<file path="src/verilog/npic_params.svh">
// register indices, field positions, reset values of the priority unit
`ifndef NPIC_PARAMS_SVH
`define NPIC_PARAMS_SVH

// ----------------------------------------------------------------
// register indices (byte address = 4 * index)
// ----------------------------------------------------------------
`define NPIC_IDX_LVL0        6'h30
`define NPIC_IDX_LVL1        6'h31
`define NPIC_IDX_PRIO_CTRL   6'h32
`define NPIC_IDX_EXT_PIN     6'h3b

// ----------------------------------------------------------------
// prio_ctrl_status_reg fields
// ----------------------------------------------------------------
`define NPIC_PC_MASK_LSB     0
`define NPIC_PC_PULL_BIT     4
`define NPIC_PC_EMPTY_BIT    5
`define NPIC_PC_FULL_BIT     6
`define NPIC_PC_EN_BIT       7
`define NPIC_PC_RESET        8'h00

// ----------------------------------------------------------------
// external_pin_irq_status_control fields
// ----------------------------------------------------------------
`define NPIC_EP_MODE_BIT     0
`define NPIC_EP_IE_BIT       1
`define NPIC_EP_ACK_BIT      2
`define NPIC_EP_FLAG_BIT     3
`define NPIC_EP_PE_BIT       4
`define NPIC_EP_EDG_BIT      5
`define NPIC_EP_PDD_BIT      6
`define NPIC_EP_RESET        8'h00

// ----------------------------------------------------------------
// pseudo-stack
// ----------------------------------------------------------------
`define NPIC_STACK_DEPTH     4
`define NPIC_LVLS_PER_WORD   16

`endif

</file>
<file path="src/verilog/npic_pkg.sv">
// types shared by the priority unit files
package npic_pkg;

    typedef logic [1:0] npic_level_t;

    typedef enum logic [1:0]
    {
        NPIC_BUS_IDLE = 2'b01,
        NPIC_BUS_ACK  = 2'b10
    } npic_bus_e;

endpackage

</file>
<file path="src/verilog/npic_pin_if.sv">
// link between the controller and the external pin detector
`timescale 1ns/1ps

interface npic_pin_if;
    logic pin_en;
    logic edge_pol;
    logic mode_sel;
    logic pull_dis;
    logic irq_en;
    logic ack_pulse;
    logic flag;
    logic pin_req;

    modport ctrl
    (
        output pin_en,
        output edge_pol,
        output mode_sel,
        output pull_dis,
        output irq_en,
        output ack_pulse,
        input  flag,
        input  pin_req
    );

    modport pin
    (
        input  pin_en,
        input  edge_pol,
        input  mode_sel,
        input  pull_dis,
        input  irq_en,
        input  ack_pulse,
        output flag,
        output pin_req
    );
endinterface

</file>
<file path="src/verilog/npic_ext_pin.sv">
// external interrupt pin detector with pull-up and wake path
`timescale 1ns/1ps
`include "npic_params.svh"

module npic_ext_pin
(
    input  wire logic  clk,
    input  wire logic  rst,
    npic_pin_if.pin    pif,
    input  wire logic  pin_in,
    input  wire logic  stop_mode,
    output logic       pin_level,
    output logic       pullup_en,
    output logic       wake_async
);

    logic sync1_r;
    logic sync2_r;
    logic act_prev_r;
    logic en_prev_r;
    logic flag_r;
    logic active;
    logic edge_hit;
    logic set_flag;

    // ----------------------------------------------------------------
    // synchroniser
    // ----------------------------------------------------------------
    always_ff @(posedge clk or posedge rst)
    begin
        if (rst)
        begin
            sync1_r <= 1'b1;
            sync2_r <= 1'b1;
        end
        else
        begin
            sync1_r <= pin_in;
            sync2_r <= sync1_r;
        end
    end

    assign pin_level = sync2_r;

    // ----------------------------------------------------------------
    // detection
    // ----------------------------------------------------------------
    // polarity select
    assign active = pif.edge_pol ? sync2_r : ~sync2_r;
    assign edge_hit = active & ~act_prev_r;
    assign set_flag = pif.pin_en &
                      (edge_hit | (pif.mode_sel & active) | ~en_prev_r);

    always_ff @(posedge clk or posedge rst)
    begin
        if (rst)
        begin
            act_prev_r <= 1'b0;
            en_prev_r  <= 1'b0;
        end
        else
        begin
            act_prev_r <= active;
            en_prev_r  <= pif.pin_en;
        end
    end

    always_ff @(posedge clk or posedge rst)
    begin
        if (rst)
            flag_r <= 1'b0;
        else if (set_flag)
            flag_r <= 1'b1;
        else if (pif.ack_pulse || !pif.pin_en)
            flag_r <= 1'b0;
    end

    assign pif.flag = flag_r;
    assign pif.pin_req = flag_r & pif.irq_en & pif.pin_en;

    assign pullup_en = pif.pin_en & ~pif.pull_dis & ~pif.edge_pol;

    assign wake_async = stop_mode & pif.pin_en &
                        (pif.edge_pol ? pin_in : ~pin_in);

endmodule // npic_ext_pin

</file>
<file path="src/verilog/npic_ctrl.sv">
// nested priority interrupt gating unit with wishbone registers
//
// Function
// - every source has a 2-bit level, 3 highest, 0 lowest
// - level registers readable and writable any time, used live
// - enabled unit passes a request when its level >= priority mask
// - in stop3 the compare uses mask zero
// - disabled unit forwards requests unchanged
// - CPU fixed arbitration still picks among passed requests
// - priority mask sits in bits 1:0 of control/status register
// - vector fetch loads mask with serviced source level
// - every vector fetch pushes old mask onto four-deep stack
// - writing 1 to restore pull bit pops mask from stack
// - full flag set when fourth stack slot written
// - empty flag set when all saved values popped
// - asynchronous requests bypass the unit to the wake logic
// - masked pin still readable for branch instructions
// - pin acts as interrupt only while its enable bit is 1
// - pin has polarity, edge/level mode, interrupt or poll choice
// - pull-up on while pull disable is 0, off when 1
// - enabled pin watched by synchronous logic with clocks running
// - in stop, enabled pin event reaches an asynchronous wake path
// - enabling pin sets its flag; software clears before enabling irq
// - level mode keeps flag set while pin stays asserted
// - polarity 0 falling/low, 1 rising/high
// - rising edge config disables pull-up regardless of disable bit
//
// Chosen here: register access over Wishbone.
`timescale 1ns/1ps
`include "npic_params.svh"

module npic_ctrl
#(
    parameter int N_SRC   = 32,
    parameter int EXT_SRC = 2
)
(
    input  wire logic              clk,
    input  wire logic              rst,
    input  wire logic              wb_cyc_i,
    input  wire logic              wb_stb_i,
    input  wire logic              wb_we_i,
    input  wire logic [7:0]        wb_adr_i,
    input  wire logic [3:0]        wb_sel_i,
    input  wire logic [31:0]       wb_dat_i,
    output logic      [31:0]       wb_dat_o,
    output logic                   wb_ack_o,
    input  wire logic [N_SRC-1:0]  src_req,
    input  wire logic [N_SRC-1:0]  src_async_req,
    output logic      [N_SRC-1:0]  gated_request_out,
    output logic      [N_SRC-1:0]  async_wake_out,
    input  wire logic              vec_fetch,
    input  wire logic [4:0]        vec_src,
    input  wire logic              stop3_mode,
    input  wire logic              ext_pin_in,
    output logic                   ext_pin_level,
    output logic                   ext_pullup_en,
    output logic                   ext_wake_async
);

    localparam int DEPTH = `NPIC_STACK_DEPTH;
    localparam int LPW   = `NPIC_LVLS_PER_WORD;

    npic_pin_if pif ();

    npic_pkg::npic_bus_e    bus_r;
    npic_pkg::npic_level_t  lvl_r [N_SRC];
    npic_pkg::npic_level_t  priority_mask_r;
    npic_pkg::npic_level_t  mask_pseudo_stack_r [DEPTH];
    logic [2:0]             depth_r;
    logic                   unit_en_r;
    logic [7:0]             ext_cfg_r;
    logic [31:0]            rdata_r;
    logic                   req_valid;
    logic                   wr_stb;
    logic [5:0]             idx;
    logic [31:0]            wmask;
    logic                   restore_mask_pull;
    logic                   stack_full_flag;
    logic                   stack_empty_flag;
    logic [N_SRC-1:0]       req_all;
    logic [N_SRC-1:0]       ext_req_vec;
    npic_pkg::npic_level_t  eff_mask;
    npic_pkg::npic_level_t  fetch_lvl;
    logic [7:0]             prio_ctrl_status_reg;
    logic [7:0]             ext_pin_status_ctrl;

    // ----------------------------------------------------------------
    // helper functions
    // ----------------------------------------------------------------
    function automatic logic [31:0] byte_mask(input logic [3:0] sel);
        logic [31:0] m;
        m = 32'h0000_0000;
        for (int b = 0; b < 4; b++)
            m[b*8 +: 8] = {8{sel[b]}};
        return m;
    endfunction

    function automatic logic hit(input logic [5:0] a,
                                 input logic [5:0] want);
        return a == want;
    endfunction

    // ----------------------------------------------------------------
    // wishbone slave
    // ----------------------------------------------------------------
    assign req_valid = wb_cyc_i & wb_stb_i & (bus_r == npic_pkg::NPIC_BUS_IDLE);
    assign wr_stb    = req_valid & wb_we_i;
    assign idx       = wb_adr_i[7:2];
    assign wmask     = byte_mask(wb_sel_i);

    always_ff @(posedge clk or posedge rst)
    begin
        if (rst)
            bus_r <= npic_pkg::NPIC_BUS_IDLE;
        else
        begin
            case (bus_r)
                npic_pkg::NPIC_BUS_IDLE:
                    if (req_valid)
                        bus_r <= npic_pkg::NPIC_BUS_ACK;
                npic_pkg::NPIC_BUS_ACK:
                    bus_r <= npic_pkg::NPIC_BUS_IDLE;
                default:
                    bus_r <= npic_pkg::NPIC_BUS_IDLE;
            endcase
        end
    end

    assign wb_ack_o = (bus_r == npic_pkg::NPIC_BUS_ACK);
    assign wb_dat_o = rdata_r;

    // ----------------------------------------------------------------
    // source level registers
    // ----------------------------------------------------------------
    genvar gi;
    generate
        for (gi = 0; gi < N_SRC; gi++)
        begin : g_lvl
            localparam logic [5:0] WIDX = (gi / LPW == 0) ?
                                          `NPIC_IDX_LVL0 : `NPIC_IDX_LVL1;
            localparam int         POS  = (gi % LPW) * 2;
            always_ff @(posedge clk or posedge rst)
            begin
                if (rst)
                    lvl_r[gi] <= 2'h0;
                else if (wr_stb && hit(idx, WIDX))
                    lvl_r[gi] <= (wb_dat_i[POS +: 2] & wmask[POS +: 2]) |
                                 (lvl_r[gi] & ~wmask[POS +: 2]);
            end
        end
    endgenerate

    // ----------------------------------------------------------------
    // mask, pseudo-stack and control
    // ----------------------------------------------------------------
    assign restore_mask_pull = wr_stb & hit(idx, `NPIC_IDX_PRIO_CTRL) &
                               wb_sel_i[0] & wb_dat_i[`NPIC_PC_PULL_BIT];
    assign stack_full_flag  = (depth_r == 3'(DEPTH));
    assign stack_empty_flag = (depth_r == 3'h0);
    assign fetch_lvl        = lvl_r[vec_src];

    always_ff @(posedge clk or posedge rst)
    begin
        if (rst)
            unit_en_r <= 1'b0;
        else if (wr_stb && hit(idx, `NPIC_IDX_PRIO_CTRL) && wb_sel_i[0])
            unit_en_r <= wb_dat_i[`NPIC_PC_EN_BIT];
    end

    always_ff @(posedge clk or posedge rst)
    begin
        if (rst)
        begin
            priority_mask_r <= 2'h0;
            depth_r         <= 3'h0;
            for (int k = 0; k < DEPTH; k++)
                mask_pseudo_stack_r[k] <= 2'h0;
        end
        else if (vec_fetch)
        begin
            priority_mask_r <= fetch_lvl;
            mask_pseudo_stack_r[0] <= priority_mask_r;
            for (int k = 1; k < DEPTH; k++)
                mask_pseudo_stack_r[k] <= mask_pseudo_stack_r[k-1];
            if (!stack_full_flag)
                depth_r <= depth_r + 3'h1;
        end
        else if (restore_mask_pull)
        begin
            if (!stack_empty_flag)
            begin
                priority_mask_r <= mask_pseudo_stack_r[0];
                for (int k = 0; k < DEPTH - 1; k++)
                    mask_pseudo_stack_r[k] <= mask_pseudo_stack_r[k+1];
                mask_pseudo_stack_r[DEPTH-1] <= 2'h0;
                depth_r <= depth_r - 3'h1;
            end
        end
        else if (wr_stb && hit(idx, `NPIC_IDX_PRIO_CTRL) && wb_sel_i[0])
            priority_mask_r <= wb_dat_i[`NPIC_PC_MASK_LSB +: 2];
    end

    // ----------------------------------------------------------------
    // external pin register
    // ----------------------------------------------------------------
    always_ff @(posedge clk or posedge rst)
    begin
        if (rst)
            ext_cfg_r <= `NPIC_EP_RESET;
        else if (wr_stb && hit(idx, `NPIC_IDX_EXT_PIN) && wb_sel_i[0])
            ext_cfg_r <= wb_dat_i[7:0];
    end

    assign pif.pin_en    = ext_cfg_r[`NPIC_EP_PE_BIT];
    assign pif.edge_pol  = ext_cfg_r[`NPIC_EP_EDG_BIT];
    assign pif.mode_sel  = ext_cfg_r[`NPIC_EP_MODE_BIT];
    assign pif.pull_dis  = ext_cfg_r[`NPIC_EP_PDD_BIT];
    assign pif.irq_en    = ext_cfg_r[`NPIC_EP_IE_BIT];
    assign pif.ack_pulse = wr_stb & hit(idx, `NPIC_IDX_EXT_PIN) &
                           wb_sel_i[0] & wb_dat_i[`NPIC_EP_ACK_BIT];

    npic_ext_pin u_pin
    (
        .clk        (clk),
        .rst        (rst),
        .pif        (pif),
        .pin_in     (ext_pin_in),
        .stop_mode  (stop3_mode),
        .pin_level  (ext_pin_level),
        .pullup_en  (ext_pullup_en),
        .wake_async (ext_wake_async)
    );

    // ----------------------------------------------------------------
    // read data
    // ----------------------------------------------------------------
    always_comb
    begin
        prio_ctrl_status_reg = 8'h00;
        prio_ctrl_status_reg[`NPIC_PC_MASK_LSB +: 2] = priority_mask_r;
        prio_ctrl_status_reg[`NPIC_PC_EMPTY_BIT]     = stack_empty_flag;
        prio_ctrl_status_reg[`NPIC_PC_FULL_BIT]      = stack_full_flag;
        prio_ctrl_status_reg[`NPIC_PC_EN_BIT]        = unit_en_r;
        ext_pin_status_ctrl = ext_cfg_r & 8'h73;
        ext_pin_status_ctrl[`NPIC_EP_FLAG_BIT] = pif.flag;
    end

    always_ff @(posedge clk or posedge rst)
    begin
        if (rst)
            rdata_r <= 32'h0000_0000;
        else if (req_valid)
        begin
            rdata_r <= 32'h0000_0000;
            if (hit(idx, `NPIC_IDX_PRIO_CTRL))
                rdata_r <= {24'h00_0000, prio_ctrl_status_reg};
            else if (hit(idx, `NPIC_IDX_EXT_PIN))
                rdata_r <= {24'h00_0000, ext_pin_status_ctrl};
            else
                for (int s = 0; s < N_SRC; s++)
                    if ((s / LPW == 0 && hit(idx, `NPIC_IDX_LVL0)) ||
                        (s / LPW == 1 && hit(idx, `NPIC_IDX_LVL1)))
                        rdata_r[(s % LPW)*2 +: 2] <= lvl_r[s];
        end
    end

    // ----------------------------------------------------------------
    // gating
    // ----------------------------------------------------------------
    // stop3 forces mask zero
    assign eff_mask = stop3_mode ? 2'h0 : priority_mask_r;

    generate
        for (gi = 0; gi < N_SRC; gi++)
        begin : g_gate
            if (gi == EXT_SRC)
            begin : g_ext
                assign ext_req_vec[gi] = pif.pin_req;
            end
            else
            begin : g_src
                assign ext_req_vec[gi] = 1'b0;
            end
        end
    endgenerate

    assign req_all = src_req | ext_req_vec;

    generate
        for (gi = 0; gi < N_SRC; gi++)
        begin : g_out
            assign gated_request_out[gi] = unit_en_r ?
                (req_all[gi] & (lvl_r[gi] >= eff_mask)) : req_all[gi];
        end
    endgenerate

    assign async_wake_out = src_async_req;

endmodule // npic_ctrl

</file>
<file path="config.mk">
export PLATFORM = sky130hd
export DESIGN_NAME = npic_ctrl
export DESIGN_NICKNAME = d
export VERILOG_FILES = /design/src/verilog/npic_pkg.sv /design/src/verilog/npic_pin_if.sv /design/src/verilog/npic_ext_pin.sv /design/src/verilog/npic_ctrl.sv
export VERILOG_INCLUDE_DIRS = /design/src /design/src/verilog
export SDC_FILE = /design/constraint.sdc
export NUM_CORES = 1
export LEC_CHECK = 0
export BUFFER_PORTS_ARGS = -buffer_cell sky130_fd_sc_hd__buf_2
export CORE_MARGIN = 8
export CORE_UTILIZATION = 25
export DETAILED_ROUTE_END_ITERATION = 7
export SYNTH_ARGS = -nofsm -noshare
export SYNTH_HDL_FRONTEND = slang
export SYNTH_SLANG_ARGS = --single-unit
</file>
<file path="constraint.sdc">
create_clock -name clk -period 4.7 [get_ports clk]
set_input_delay 0.47 -clock clk [delete_from_list [all_inputs] [get_ports clk]]
set_output_delay 0.47 -clock clk [all_outputs]
set_load 0.05 [all_outputs]
</file>
==> After elaboration in Yosys (flattened, before gate mapping) <==
Index checks and enable logic that the tools add are counted.
{ "word_totals": {"reg_bits": 124, "elab_cells": 339} }
{ "op_classes": {"add_sub_neg": 2, "magnitude_cmp": 33, "eq_ne": 11, "mux": 87, "bitwise": 144, "reduce_logical": 15} }
{ "op_table": {"columns": ["cell", "count"], "rows": [
  ["AND 2 bit", 48],
  ["2-to-1 mux 2 bit", 41],
  [">= comparator 2 bit", 32],
  ["2-to-1 mux 32 bit", 2],
  ["OR 2 bit", 32],
  ["AND 1 bit", 50],
  ["2-to-1 mux 1 bit", 36],
  ["OR 32 x 3 -> 32 bit", 1],
  ["== test 6 bit (second input constant)", 4],
  ["2-to-1 mux 8 bit", 3],
  ["2-to-1 mux 3 bit", 4],
  ["binary-select mux 2 bit (select 5 bit)", 1],
  ["inverter 2 bit", 4],
  [">= comparator 6 bit (second input constant)", 1],
  ["logical AND 1 bit", 6],
  ["!= test 2 bit (second input constant)", 3],
  ["inverter 1 bit", 6],
  ["inverter 5 -> 6 bit", 1],
  ["AND reduction 2 bit", 2],
  ["nonzero test 2 bit", 2],
  ["adder 3 x 1 -> 3 bit (second input constant)", 1],
  ["== test 3 bit (second input constant)", 1],
  ["zero test 3 bit", 1],
  ["!= test 3 bit (second input constant)", 1],
  ["other kinds (8)", 9]
]} }

==> Logic depth before layout (Yosys ltp) <==
{ "logic_depth": {"depth_word": 9, "mapped_depth": 7, "mapped_depth_nobuf": 6} }

==> Cells and area by module <==
Synthesis repeated with hierarchy kept, for this count alone.
{ "hier_totals": {"cells_unflattened": 781, "hier_area_um2": 7757.4} }
{ "modules_own_cells": {"columns": ["module", "n_inst", "cells_per_inst", "area_each_um2", "seq_area_each_um2"], "rows": [
  ["npic_ctrl", 1, 765, 7566.0, 2929.1],
  ["npic_ext_pin", 1, 16, 191.4, 127.6]
]} }

==> Worst setup path after synthesis <==
No wires, ideal clock.
{ "synth_timing": {"path_kind": "input to output", "startpoint": "input stop3_mode", "endpoint": "output gated_request_out[0]", "t_arrival_ns": 2.848, "required_time_ns": 4.230, "slack_ns": 1.382, "path_stages": 4, "n_path_buf": 0, "cell_sequence": "nor2b_1 -> ha_1 -> o21ai_0 -> a31oi_1"} }
{ "synth_via": {"elab_chain_len": 4} }
{ "synth_lines": {"columns": ["item", "line", "rtl"], "rows": [
  ["start, declared", "npic_ctrl.sv:54", "input wire logic stop3_mode,"],
  ["2-to-1 mux 2 bit", "npic_ctrl.sv:272", "assign eff_mask = stop3_mode ? 2'h0 : priority_mask_r;"],
  [">= comparator 2 bit", "npic_ctrl.sv:294", "(req_all[gi] & (lvl_r[gi] >= eff_mask)) : req_all[gi];"],
  ["AND 1 bit", "npic_ctrl.sv:294", null],
  ["2-to-1 mux 1 bit", "npic_ctrl.sv:293", "assign gated_request_out[gi] = unit_en_r ?"],
  ["end, declared", "npic_ctrl.sv:50", "output logic [N_SRC-1:0] gated_request_out,"]
]} }
Every way passes these cells.

==> Final worst setup path <==
{ "layout_timing": {"startpoint": "register priority_mask_r[0]", "endpoint": "output gated_request_out[23]"} }
{ "layout_via": {"elab_chain_len": 4} }
{ "layout_lines": {"columns": ["item", "line", "rtl"], "rows": [
  ["start, declared", "npic_ctrl.sv:68", "npic_pkg::npic_level_t priority_mask_r;"],
  ["start signal, assigned", "npic_ctrl.sv:182", "priority_mask_r <= fetch_lvl;"],
  ["start signal, assigned", "npic_ctrl.sv:193", "priority_mask_r <= mask_pseudo_stack_r[0];"],
  ["start signal, assigned", "npic_ctrl.sv:201", "priority_mask_r <= wb_dat_i[`NPIC_PC_MASK_LSB +: 2];"],
  ["2-to-1 mux 2 bit", "npic_ctrl.sv:272", null],
  [">= comparator 2 bit", "npic_ctrl.sv:294", null],
  ["AND 1 bit", "npic_ctrl.sv:294", null],
  ["2-to-1 mux 1 bit", "npic_ctrl.sv:293", null]
]} }
Every way passes these cells.

==> reports/results.tsv <==
metric	value	unit
status	finished, final reports clean	
routed len/inst	18.3	µm
antenna violations before repair	1	
Hold Violations, Final	0	
WS Path Type	reg -> out	
Slowest-stage cell, CP	nor2b_2	
Num CTS Buffers	17	
Worst Tran Pin Value	904	ps
htree depth	4	
post-CTS sizing	0	
Max VDD drop	0.207	mV
critical path required time	4230	ps
Area Growth Syn to Fin	19.6	%
Max Clock Freq	0.301	GHz
setup ws final	1370	ps
CTS tree	done	
Longest Clk Path Bufs	2	
max-cap violations	0	
sequential cell area fraction in the yosys report	39.4	%
pre-CTS setup slack	1690	ps
Top FF cell, synth	dfrtp_1	
Final Max Slew Viols	0	
post-CTS setup repair buffer count	0	
final wirelength	23.8	mm
first-pass GRT wire length	36.9	mm
DR iter-0 viols	350	
family with the most delay on the worst path	buffers and inverters	
Synth cell types	49	
via count of the first global-routing pass	6228	
leak pwr	4.52	nW
All-Layer GR Usage	13.1	%
DR pass1 iterations	5	
relative slew slack	39.5	%
Largest stage delay, worst path	650	ps
crit path max fanout	23	
clock sink count	122	
Post-DP HPWL	18.0	mm
hold_buf cts	0	
Setup TNS	0	ps
Hold Worst Slack	40.7	ps
Die Y	192	µm
Avg Cell Area, Syn	10.1	µm²
Die Width	192	µm
largest net degree at the start of global routing	68	
most area-consuming cells after synthesis	dfrtp_1, ha_1, mux2_2	
CP cell instances	nor2b_2, buf_4, ha_1, o21ai_0, a31oi_1, buf_2	
CTS root buf	clkbuf_16	
CP arrival	2860	ps
cell taking the most area after synthesis	dfrtp_1	
Final GP Congestion	0.752	
PwrDens	307	nW/µm²
Die Area	36900	µm²
initial core utilization	25.3	%
core area	30600	µm²
Final setup viols	0	
Clock Skews	12.1	ps
share of cells above drive strength 1	31.9	%
Synth Warn #	0	
Overflow after GRT	0	
Layout Nets	1074	
Syn Inst Count	771	
commonest non-fill, non-tap cell in the layout	buf_2	
Crit path buffers/inverters	2	
clock-pin slew of the registers on the worst-case setup and hold paths	70	ps
area share of the largest cell type after synthesis	38.4	%
DRC	0	
RSZ-0062 raised after global routing	false	
Port Buf Inserts	154	
HP Class	in -> async	
Core Rows	64	
Net Count, Synth	957	
Fillers	3247	
Synth Cell Area	7750	µm²
crit start category	flop	
Ports	221	
critical path capture point type	output port	
Post-synth ARST share	100	%
Core Util, Final	30.3	%
number of synthesized flops with an enable pin	0	
clk_lat worst skew	420	ps
crit path time final	3330	ps
Avg Vias per Cell	4.58	
routed vias	5951	
commonest cells after routing, fill and taps aside	buf_2, inv_1, dfrtp_1, mux2_2, ha_1	
post-route ant nets	0	
Synth Register Bits	122	
final period utilization	70.8	%
==> worst paths after layout <==
kind	start	to	slack, ps	cells past startpoint
worst max-delay path	priority_mask_r[0]	gated_request_out[23]	1370	6
worst min-delay path	rst	bus_r[1]	40	2
worst max register to register	bus_r[0]	flop	2380	6
worst min register to register	u_pin.sync1_r	u_pin.pin_level	360	0
max in group asynchronous	rst	wb_dat_o[16]	3610	3
min in group clk	ext_pin_in	u_pin.sync1_r	160	1
==> cells by family (layout without fill, tap and decap cells) <==
| kind of cell | count (synthesis) | count (layout) | share of synthesized area [%] |
|---|---|---|---|
| and+or+nand+nor | 110 | 110 | 7.34 |
| buffers and inverters | 197 | 327 | 11.6 |
| xor gates and xnor gates | 2 | 2 | 0.226 |
| AOI/OAI and AO/OA | 144 | 144 | 11.5 |
| adders and majority gates | 65 | 65 | 10.6 |
| muxes | 131 | 131 | 19.3 |
| DFF | 122 | 122 | 39.4 |
| other | 0 | 1 | 0 |
==> synth_stat cells, types with 3 or more instances <==
cell type / number
inv_1: 132
dfrtp_1: 119
mux2_2: 69
ha_1: 64
nand2_1: 59
o21ai_0: 55
mux2i_1: 54
buf_4: 39
a31oi_1: 35
o31ai_1: 25
nor2_1: 14
clkbuf_1: 12
a21oi_1: 10
buf_2: 9
mux4_2: 8
nor2b_1: 7
and2_1: 6
a22oi_1: 4
buf_1: 4
dfstp_2: 3
nand2_2: 3
nand2b_1: 3
nor3_1: 3
==> power by group <==
| group | internal, mW | switching, mW | leakage [nW] |
|---|---|---|---|
| combinational | 0.146 | 0.257 | 2.59 |
| clock | 0.749 | 0.559 | 0.283 |
| sequential | 1.09 | 0.0461 | 1.65 |
| total | 1.99 | 0.862 | 4.52 |
==> stage by stage <==
stage | power, mW | cell area (µm²) | cells
detailed placement | 1.57 | 8690 | 1265
CTS | 2.89 | 9270 | 1297
finish | 2.85 | 9270 | 1298
floorplan | 1.50 | 7750 | 771
global route | 2.99 | 9270 | 1297
global placement | 1.56 | 8690 | 1265
==> metal layers <==
layer	vias to the layer above	part of all wire (%)	track usage, %	routed length (µm)
met5	-	0.042	0	10
met4	2	0.73	2.76	173
met3	16	5.7	3.20	1370
met2	159	48	21.5	11300
met1	2908	46	17.3	10900
li1	2866	-	-	-
==> area by class of cell <==
| type | count | area, µm² | area share (%) |
|---|---|---|---|
| antenna | 1 | 2.50 | 0.0270 |
| clock buffer | 17 | 425 | 4.59 |
| clock inverter | 15 | 156 | 1.69 |
| inverter | 133 | 502 | 5.41 |
| multi-input combinational | 452 | 3800 | 41.0 |
| sequential | 122 | 3060 | 33.0 |
| tap | 396 | 495 | 5.34 |
| timing repair buffer | 162 | 831 | 8.96 |
No activity file was read; power rests on OpenSTA's default activity.
